<file path="src/pgm_defines.svh">
`ifndef PGM_DEFINES_SVH
`define PGM_DEFINES_SVH
// Overview of operation
// - G bits 7,6: I/O, or LCD com 3,2
// - G bits 5,4: I/O, or LCD com 1,0
// - H3: timer clock5, analog 13, segment 41
// - H2: timer clock4, analog 12, segment 42
// - H1: capture5, timer5 output, segment 19
// - H0: capture4, timer4 output, segment 20
// - H7: capture7, timer7 output, segment 17
// - H6: capture6, timer6 output, segment 18
// - H5: timer clock7, analog 15, segment 39
// - H4: timer clock6, analog 14, segment 40
// - J3: I/O, LCD com 7, segment 3
// - J2..J0: I/O, com 6..4, segment 2..0
// - J7: I/O with timer clock4, segment 11
// - J6: I/O with timer clock5, segment 10
// - small part: J upper bits 3:0 read zero
// - J5,J4: I/O with clocks 6,7; segments 9,8
// - timer clocks 3..0 routed by bits 6..3
// - standard clocks 2..0 routed by bits 2..0

// register byte offsets on the bus
`define PGM_OFS_G_UPPER     8'h00
`define PGM_OFS_H_LOWER     8'h04
`define PGM_OFS_H_UPPER     8'h08
`define PGM_OFS_J_LOWER     8'h0C
`define PGM_OFS_J_UPPER     8'h10
`define PGM_OFS_CLK_ROUTE   8'h14

// reset values
`define PGM_RST_SEL         8'h00

// implemented bit masks
`define PGM_MASK_FULL       8'hFF
`define PGM_MASK_J_SMALL    8'hF0
`define PGM_MASK_CLK_ROUTE  8'h7F

// field codes
`define PGM_CODE_ALT2       2'h2
`define PGM_CODE_ALT3       2'h3

// route register field positions
`define PGM_PT_ROUTE_LSB    3
`define PGM_ST_ROUTE_LSB    0

// port H: pins that carry a timer pin at code 10 (others analog)
`define PGM_H_TIMER_PINS    8'hC3
// port H segment number per pin, pin 7 first
`define PGM_H_SEG_MAP \
  {6'h11, 6'h12, 6'h27, 6'h28, 6'h29, 6'h2A, 6'h13, 6'h14}
`endif

</file>
<file path="src/pgm_pkg.sv">
package pgm_pkg;
  // drive of eight pads: level and enable
  typedef struct packed {
    logic [7:0] out;
    logic [7:0] oe;
  } pgm_pad_bus_t;

  // timer-side signals gathered by the mux
  typedef struct packed {
    logic [7:0] ptClk;     // periodic timer clock inputs 7..0
    logic [2:0] stClk;     // standard timer clock inputs 2..0
    logic [7:4] ptCap;     // periodic timer capture inputs 7..4
  } pgm_timer_in_t;

  typedef enum logic [0:0] {
    PGM_SIZE_LARGE = 1'b0,
    PGM_SIZE_SMALL = 1'b1
  } pgm_size_t;
endpackage : pgm_pkg

</file>
<file path="src/pgm_port_ghj_mux.sv">
`timescale 1ns/1ps
`include "pgm_defines.svh"
module pgm_port_ghj_mux #(
  parameter pgm_pkg::pgm_size_t PART_SIZE = pgm_pkg::PGM_SIZE_LARGE
) (
  input  wire logic                  core_clk,
  input  wire logic                  sys_rst,
  // wishbone classic slave
  input  wire logic                  wb_cyc_i,
  input  wire logic                  wb_stb_i,
  input  wire logic                  wb_we_i,
  input  wire logic [7:0]            wb_adr_i,
  input  wire logic [3:0]            wb_sel_i,
  input  wire logic [31:0]           wb_dat_i,
  output logic      [31:0]           wb_dat_o,
  output logic                       wb_ack_o,
  // general I/O drive from the port logic
  input  wire pgm_pkg::pgm_pad_bus_t gpioG,
  input  wire pgm_pkg::pgm_pad_bus_t gpioH,
  input  wire pgm_pkg::pgm_pad_bus_t gpioJ,
  // pad levels
  input  wire logic [7:0]            padGIn,
  input  wire logic [7:0]            padHIn,
  input  wire logic [7:0]            padJIn,
  // peripheral drives
  input  wire logic [7:4]            ptOut,
  input  wire logic [7:0]            lcdComDrv,
  input  wire logic [42:0]           lcdSegDrv,
  // candidate pins for routed clocks, order 3..0 / 2..0
  input  wire logic [3:0]            ptClkPinA,
  input  wire logic [3:0]            ptClkPinB,
  input  wire logic [2:0]            stClkPinA,
  input  wire logic [2:0]            stClkPinB,
  // pad drive results
  output pgm_pkg::pgm_pad_bus_t      padG,
  output pgm_pkg::pgm_pad_bus_t      padH,
  output pgm_pkg::pgm_pad_bus_t      padJ,
  output logic      [15:12]          analogSel,
  output logic      [7:4]            ptClkFromJ,
  output pgm_pkg::pgm_timer_in_t     timerIn
);
  import pgm_pkg::*;

  localparam logic [7:0] J_UPPER_MASK = (PART_SIZE == PGM_SIZE_SMALL) ?
    `PGM_MASK_J_SMALL : `PGM_MASK_FULL;
  localparam logic [7:0]      H_TIMER = `PGM_H_TIMER_PINS;
  localparam logic [47:0]     H_SEG   = `PGM_H_SEG_MAP;

  logic [7:0]  gUpperSel_ff;
  logic [7:0]  hLowerSel_ff;
  logic [7:0]  hUpperSel_ff;
  logic [7:0]  jLowerSel_ff;
  logic [7:0]  jUpperSel_ff;
  logic [7:0]  clkRoute_ff;
  logic        ack_ff;
  logic [31:0] rdData_ff;
  logic        busReq;
  logic        wrEn;
  logic [7:0]  rdMux;
  logic        hitMap;

  pgm_pad_bus_t  nxt_padG;
  pgm_pad_bus_t  nxt_padH;
  pgm_pad_bus_t  nxt_padJ;
  logic [15:12]  nxt_analogSel;
  logic [7:4]    nxt_ptClkFromJ;
  pgm_timer_in_t nxt_timerIn;
  logic [15:0]   hSel;

  assign hSel = {hUpperSel_ff, hLowerSel_ff};

  // bus handshake: one wait state, ack drops the cycle after
  assign busReq = wb_cyc_i & wb_stb_i & ~ack_ff;
  assign wrEn   = busReq & wb_we_i & wb_sel_i[0];

  always_ff @(posedge core_clk or posedge sys_rst) begin
    if (sys_rst) begin
      ack_ff <= 1'b0;
    end else begin
      ack_ff <= busReq;
    end
  end

  assign wb_ack_o = ack_ff;
  assign wb_dat_o = rdData_ff;

  // read decode; unmapped words read zero but still ack
  always_comb begin
    rdMux  = 8'h00;
    hitMap = 1'b1;
    unique case (wb_adr_i)
      `PGM_OFS_G_UPPER:   rdMux = gUpperSel_ff;
      `PGM_OFS_H_LOWER:   rdMux = hLowerSel_ff;
      `PGM_OFS_H_UPPER:   rdMux = hUpperSel_ff;
      `PGM_OFS_J_LOWER:   rdMux = jLowerSel_ff;
      `PGM_OFS_J_UPPER:   rdMux = jUpperSel_ff;
      `PGM_OFS_CLK_ROUTE: rdMux = clkRoute_ff;
      default:            hitMap = 1'b0;
    endcase
  end

  // read data captured with the ack, upper bits zero
  always_ff @(posedge core_clk or posedge sys_rst) begin
    if (sys_rst) begin
      rdData_ff <= 32'h0000_0000;
    end else if (busReq) begin
      rdData_ff <= hitMap ? {24'h00_0000, rdMux} : 32'h0000_0000;
    end
  end

  // select registers; only byte lane 0 carries data
  always_ff @(posedge core_clk or posedge sys_rst) begin
    if (sys_rst) begin
      gUpperSel_ff <= `PGM_RST_SEL;
      hLowerSel_ff <= `PGM_RST_SEL;
      hUpperSel_ff <= `PGM_RST_SEL;
      jLowerSel_ff <= `PGM_RST_SEL;
      jUpperSel_ff <= `PGM_RST_SEL;
      clkRoute_ff  <= `PGM_RST_SEL;
    end else if (wrEn) begin
      unique case (wb_adr_i)
        `PGM_OFS_G_UPPER: gUpperSel_ff <= wb_dat_i[7:0];
        `PGM_OFS_H_LOWER: hLowerSel_ff <= wb_dat_i[7:0];
        `PGM_OFS_H_UPPER: hUpperSel_ff <= wb_dat_i[7:0];
        `PGM_OFS_J_LOWER: jLowerSel_ff <= wb_dat_i[7:0];
        // unimplemented bits never store, so read as zero
        `PGM_OFS_J_UPPER:
          jUpperSel_ff <= wb_dat_i[7:0] & J_UPPER_MASK;
        `PGM_OFS_CLK_ROUTE:
          clkRoute_ff <= wb_dat_i[7:0] & `PGM_MASK_CLK_ROUTE;
        default: ;
      endcase
    end
  end

  genvar i;

  // port G: lower half is owned elsewhere and passes through
  generate
    for (i = 0; i < 8; i++) begin : g_port_g
      if (i < 4) begin : g_low
        assign nxt_padG.out[i] = gpioG.out[i];
        assign nxt_padG.oe[i]  = gpioG.oe[i];
      end else begin : g_high
        logic com;
        assign com = (gUpperSel_ff[2*(i-4) +: 2] ==
                      `PGM_CODE_ALT3);
        assign nxt_padG.out[i] = com ? lcdComDrv[i-4] : gpioG.out[i];
        assign nxt_padG.oe[i]  = com ? 1'b1 : gpioG.oe[i];
      end
    end
  endgenerate

  // port J: low pins carry commons, all pins carry segments
  generate
    for (i = 0; i < 8; i++) begin : g_port_j
      logic [1:0] code;
      logic       seg;
      logic       com;
      if (i < 4) begin : g_low
        assign code = jLowerSel_ff[2*i +: 2];
        assign com  = (code == `PGM_CODE_ALT2);
      end else begin : g_high
        assign code = jUpperSel_ff[2*(i-4) +: 2];
        assign com  = 1'b0;
        // shared clock pin only while the pin is not a segment
        assign nxt_ptClkFromJ[i] = (code != `PGM_CODE_ALT3) ?
                                   padJIn[i] : 1'b0;
      end
      assign seg = (code == `PGM_CODE_ALT3);
      assign nxt_padJ.out[i] = seg ? lcdSegDrv[(i < 4) ? i : i + 4] :
                               com ? lcdComDrv[i + 4] : gpioJ.out[i];
      assign nxt_padJ.oe[i]  = (seg | com) ? 1'b1 : gpioJ.oe[i];
    end
  endgenerate

  // port H: timer pins at 0,1,6,7, clock/analog pins at 2..5
  generate
    for (i = 0; i < 8; i++) begin : g_port_h
      logic [1:0] code;
      logic       seg;
      logic       alt;
      logic       base;
      assign code = hSel[2*i +: 2];
      assign seg  = (code == `PGM_CODE_ALT3);
      assign alt  = (code == `PGM_CODE_ALT2);
      assign base = ~seg & ~alt;
      if (H_TIMER[i]) begin : g_tmr
        localparam int TMR = (i < 2) ? i + 4 : i;
        // capture sees the pin only in the I/O code
        assign nxt_timerIn.ptCap[TMR] =
          base ? padHIn[i] : 1'b0;
        assign nxt_padH.out[i] = seg ? lcdSegDrv[H_SEG[6*i +: 6]] :
                                 alt ? ptOut[TMR] : gpioH.out[i];
        assign nxt_padH.oe[i]  = (seg | alt) ? 1'b1 : gpioH.oe[i];
      end else begin : g_clk
        localparam int CK = i + 2;
        // analog pins float the digital driver
        assign nxt_analogSel[i + 10] = alt;
        assign nxt_timerIn.ptClk[CK] =
          base ? padHIn[i] : 1'b0;
        assign nxt_padH.out[i] = seg ? lcdSegDrv[H_SEG[6*i +: 6]] :
                                 alt ? 1'b0 : gpioH.out[i];
        assign nxt_padH.oe[i]  = seg ? 1'b1 :
                                 alt ? 1'b0 : gpioH.oe[i];
      end
    end
  endgenerate

  // routed clocks: a plain 2:1 mux keeps the other pin out
  generate
    for (i = 0; i < 4; i++) begin : g_pt_route
      assign nxt_timerIn.ptClk[i] =
        clkRoute_ff[`PGM_PT_ROUTE_LSB + i] ?
        ptClkPinB[i] : ptClkPinA[i];
    end
    for (i = 0; i < 3; i++) begin : g_st_route
      assign nxt_timerIn.stClk[i] =
        clkRoute_ff[`PGM_ST_ROUTE_LSB + i] ?
        stClkPinB[i] : stClkPinA[i];
    end
  endgenerate

  // registered outputs: one cycle latency, no glitches on pads
  always_ff @(posedge core_clk or posedge sys_rst) begin
    if (sys_rst) begin
      padG       <= '0;
      padH       <= '0;
      padJ       <= '0;
      analogSel  <= '0;
      ptClkFromJ <= '0;
      timerIn    <= '0;
    end else begin
      padG       <= nxt_padG;
      padH       <= nxt_padH;
      padJ       <= nxt_padJ;
      analogSel  <= nxt_analogSel;
      ptClkFromJ <= nxt_ptClkFromJ;
      timerIn    <= nxt_timerIn;
    end
  end
endmodule : pgm_port_ghj_mux

</file>
<file path="config.mk">
export PLATFORM = sky130hd
export DESIGN_NAME = pgm_port_ghj_mux
export DESIGN_NICKNAME = d
export VERILOG_FILES = /design/src/pgm_pkg.sv /design/src/pgm_port_ghj_mux.sv
export VERILOG_INCLUDE_DIRS = /design/src /design/src/src
export SDC_FILE = /design/constraint.sdc
export NUM_CORES = 1
export LEC_CHECK = 0
export ABC_CLOCK_PERIOD_IN_PS = 4500
export BUFFER_PORTS_ARGS = -buffer_cell sky130_fd_sc_hd__buf_2
export CORE_UTILIZATION = 24
export CTS_CLUSTER_SIZE = 40
export DETAILED_ROUTE_END_ITERATION = 10
export PLACE_DENSITY_LB_ADDON = 0.25
export SLEW_MARGIN = 0
export SYNTH_ARGS = -nofsm -noshare
export SYNTH_HDL_FRONTEND = slang
export SYNTH_SLANG_ARGS = --single-unit
</file>
<file path="constraint.sdc">
create_clock -name core_clk -period 4.5 [get_ports core_clk]
set_clock_uncertainty 0.15 [all_clocks]
set_input_delay 0.45 -clock core_clk [delete_from_list [all_inputs] [get_ports core_clk]]
set_output_delay 0.45 -clock core_clk [all_outputs]
set_load 0.02 [all_outputs]
</file>
==> metrics.md <==
| Metric | Value |
|---|---|
| CTS root buffer | `clkbuf_16` |
| Antenna viol nets, final | `0` |
| Hold-fix buffers, CTS | `8` |
| Fin crit period | `2.37 ns` |
| CTS Buffer Depth | `2` |
| Library cells used by synthesis | `37` |
| CP bufs+invs | `1` |
| Combinational share of power | `8.0%` |
| Total GRT Usage | `12.8%` |
| Top FF cell, synth | `dfrtp_1` |
| Layout cells sized above 1 | `52.6%` |
| Worst Hold Class | `in -> async` |
| Post-Synth Adder-Cell Area | `0%` |
| Starting Density | `24.6%` |
| CP arrival | `2.52 ns` |
| Fin cells | `895` |
| Post-synthesis mux area share | `19.2%` |
| Most common cell after layout, fill and taps aside | `buf_2` |
| Seq cells post-synth | `127` |
| Syn Area/Cell | `13.6 um2` |
| Design area | `0.00718 mm2` |
| Worst setup EP type | `flip-flop` |
| TritonCTS buffer count | `17` |
| Post-CTS sizing | `0` |
| Post-synthesis compound-gate area fraction | `4.92%` |
| Final core occ | `33.9%` |
| Final setup fails | `0` |
| Async SR Flop Fraction | `100%` |
| Clk slew on worst S/H paths | `0.06 ns` |
| Die H | `149 um` |
| # clock sinks | `127` |
| Internal | `2.26 mW` |
| Post-synthesis sequential area ratio | `61.0%` |
| Slew @ Worst Pin | `0.870 ns` |
| Number of synthesized flops with an enable pin | `0` |
| Wire length per cell | `15.5 um` |
| Slew Limit Headroom | `42.0%` |
| Maxcap violations | `0` |
| Commonest cells after routing, fill and taps aside | `203 x buf_2, 127 x dfrtp_1, 71 x mux2_2` |
| Max stage delay on crit path | `0.70 ns` |
| I/O Buffers | `203` |
| Syn Inst Count | `384` |
| First drt pass iteration count | `4` |
| Final WL | `13,900 um` |
| Vias per inst | `4.14` |
| Pre-CTS WS | `1.91 ns` |
| Via count of the routed design | `3,709` |
| Die Wd | `149 um` |
| Inst Count DP | `855` |
| Row cnt | `53` |
| Net switching power | `0.660 mW` |
| TritonCTS clock tree | `yes` |
| Sw Share | `22.6%` |
| DRC viols | `0` |
| YS warnings | `0` |
| Static Leakage | `3.62 nW` |
| Top delay family on crit path | `simple AND/OR/NAND/NOR gates` |
| Final Worst Setup Slack | `2.13 ns` |
| Full die area | `0.0223 mm2` |
| Worst-skew pair later-pin latency | `0.41 ns` |
| Setup TNS | `0 ns` |
| Status | `completed` |
| Reg2reg start | `wb_ack_o` |
| Startpoint Class | `flip-flop` |
| Fmax | `0.422 GHz` |
| Simple-gate share of the synthesized area | `10.4%` |
| Gpl congestion | `0.756` |
| Top-Level Pins | `294` |
| Global route total overflow | `0` |
| Diodes inserted | `0` |
| Vias in the first global route | `3,788` |
| Cells on worst reg2reg path | `5` |
| Final Power | `2.92 mW` |
| Crit Path Max Fanout | `15` |
| Reg-to-reg setup timing slack | `2.13 ns` |
| Critical path cell sequence | `nand3b_4, inv_1, nand3_1, nor3_2, mux2_2` |
| Core area | `0.0212 mm2` |
| Kind of critical path | `reg -> reg` |
| Final Max Tran Viols | `0` |
| RSZ-0062 raised after global routing | `false` |
| Critical path's slowest cell | `nor3_2` |
| Fillers | `2,143` |
| Cell area power density | `407 mW/mm2` |
| Min Hold Slack | `0.0346 ns` |
| DPL Wire Length | `10,300 um` |
| Initial antenna violation count | `0` |
| Final Hold Fails | `0` |
| Worst Path Required | `4.65 ns` |
| R2R Path End | `hUpperSel_ff[0]` |
| First-pass GRT wire length | `20,700 um` |
| Clock power share | `51.3%` |
| Post-CTS setup repair buffer count | `0` |
| Layout area overhead | `37.7%` |
| Largest net degree at the start of global routing | `94` |
| DP Area | `0.00646 mm2` |
| Final net count | `797` |
| Period utilization | `52.7%` |
| 1st-iter DRT viols | `122` |
| Worst IR Drop VDD | `0.000220 V` |
| Synthesized cell area | `0.00521 mm2` |
| Htree depth | `4` |
| Flop pwr share | `40.6%` |
| Largest family of logic cells by synthesized area | `multiplexers` |
| XOR/XNOR share of the synthesized area | `0%` |
how the worst max path moves through the flow:
| stage | cells after the start | start | end | slack (ns) |
|---|---|---|---|---|
| floorplan | 1 | sys_rst | analogSel[12] | 0.52 |
| global placement | 5 | wb_adr_i[4] | hUpperSel_ff[0] | 1.88 |
| detailed placement | 5 | wb_adr_i[4] | hUpperSel_ff[0] | 1.91 |
| CTS | 5 | wb_ack_o | hUpperSel_ff[0] | 2.10 |
| global route | 5 | wb_ack_o | hUpperSel_ff[0] | 1.99 |
| finish | 5 | wb_ack_o | hUpperSel_ff[0] | 2.13 |
area by class of cell:
type | instances | area, um2 | area share [%]
tap | 275 | 344 | 4.79
clock inverter | 11 | 188 | 2.61
sequential | 127 | 3180 | 44.3
clock buffer | 21 | 450 | 6.27
multi-input combinational | 243 | 1890 | 26.3
timing repair buffer | 212 | 1100 | 15.4
inverter | 6 | 27.5 | 0.383
cell usage after synthesis, types with 3 or more instances:
master / count / area (um2)
a21oi_1: 16 / 80.1
mux2i_1: 12 / 120
nand2b_1: 12 / 75.1
mux4_2: 3 / 67.6
nor2_1: 16 / 60.1
dfrtp_1: 127 / 3180
a21o_1: 4 / 30.0
mux2_2: 71 / 800
nand2_1: 16 / 60.1
a22oi_1: 4 / 30.0
or2_2: 8 / 50.1
clkbuf_1: 3 / 11.3
o21ai_0: 11 / 55.1
a222oi_1: 4 / 40.0
buf_2: 3 / 15.0
nor2b_1: 12 / 75.1
inv_1: 6 / 22.5
buf_4: 24 / 180
and2_1: 4 / 25.0
nand3_1: 8 / 40.0
cell families (layout without fill, tap and decap cells):
| group | Yosys count | in the layout |
|---|---|---|
| AO/OA/AOI/OAI | 42 | 42 |
| buffers and inverters | 37 | 250 |
| other | 1 | 24 |
| flip-flops | 127 | 127 |
| AND/OR/NAND/NOR | 90 | 90 |
| multiplexers | 87 | 87 |
power groups by stage:
stage / Sequential, mW / Combinational (mW) / Clock [mW]
after detailed placement: 1.21 / 0.234 / 0
after global placement: 1.21 / 0.228 / 0
final: 1.19 / 0.235 / 1.50
after CTS: 1.19 / 0.240 / 1.55
after floorplan: 1.25 / 0.0983 / 0
after global routing: 1.19 / 0.258 / 1.60
state kept, by name, summed over array words and instances, names as in the netlist, 8 cells and up:
name	cells
padH	16
padJ	16
padG	16
wb_dat_o	8
jUpperSel_ff	8
hUpperSel_ff	8
hLowerSel_ff	8
gUpperSel_ff	8
timerIn	15
jLowerSel_ff	8
worst reg2reg max path, delay by kind of cell, from the launching register on:
family                 cells  cell delay (ns)
and+or+nand+nor            3             1.13
muxes                      1             0.42
buffers and inverters      1             0.17
DFF                        1             0.38
routing by layer:
layer  up-vias  part of all wire, %  global-route usage, %
li1       1748                    -                      -
met1      1814                   41                   15.4
met2       130                   51                   21.4
met3        17                  6.5                   3.76
met4         0                  1.4                   4.74
met5         -                    0                      0
Note: power is estimated with default switching activity, not from simulation.
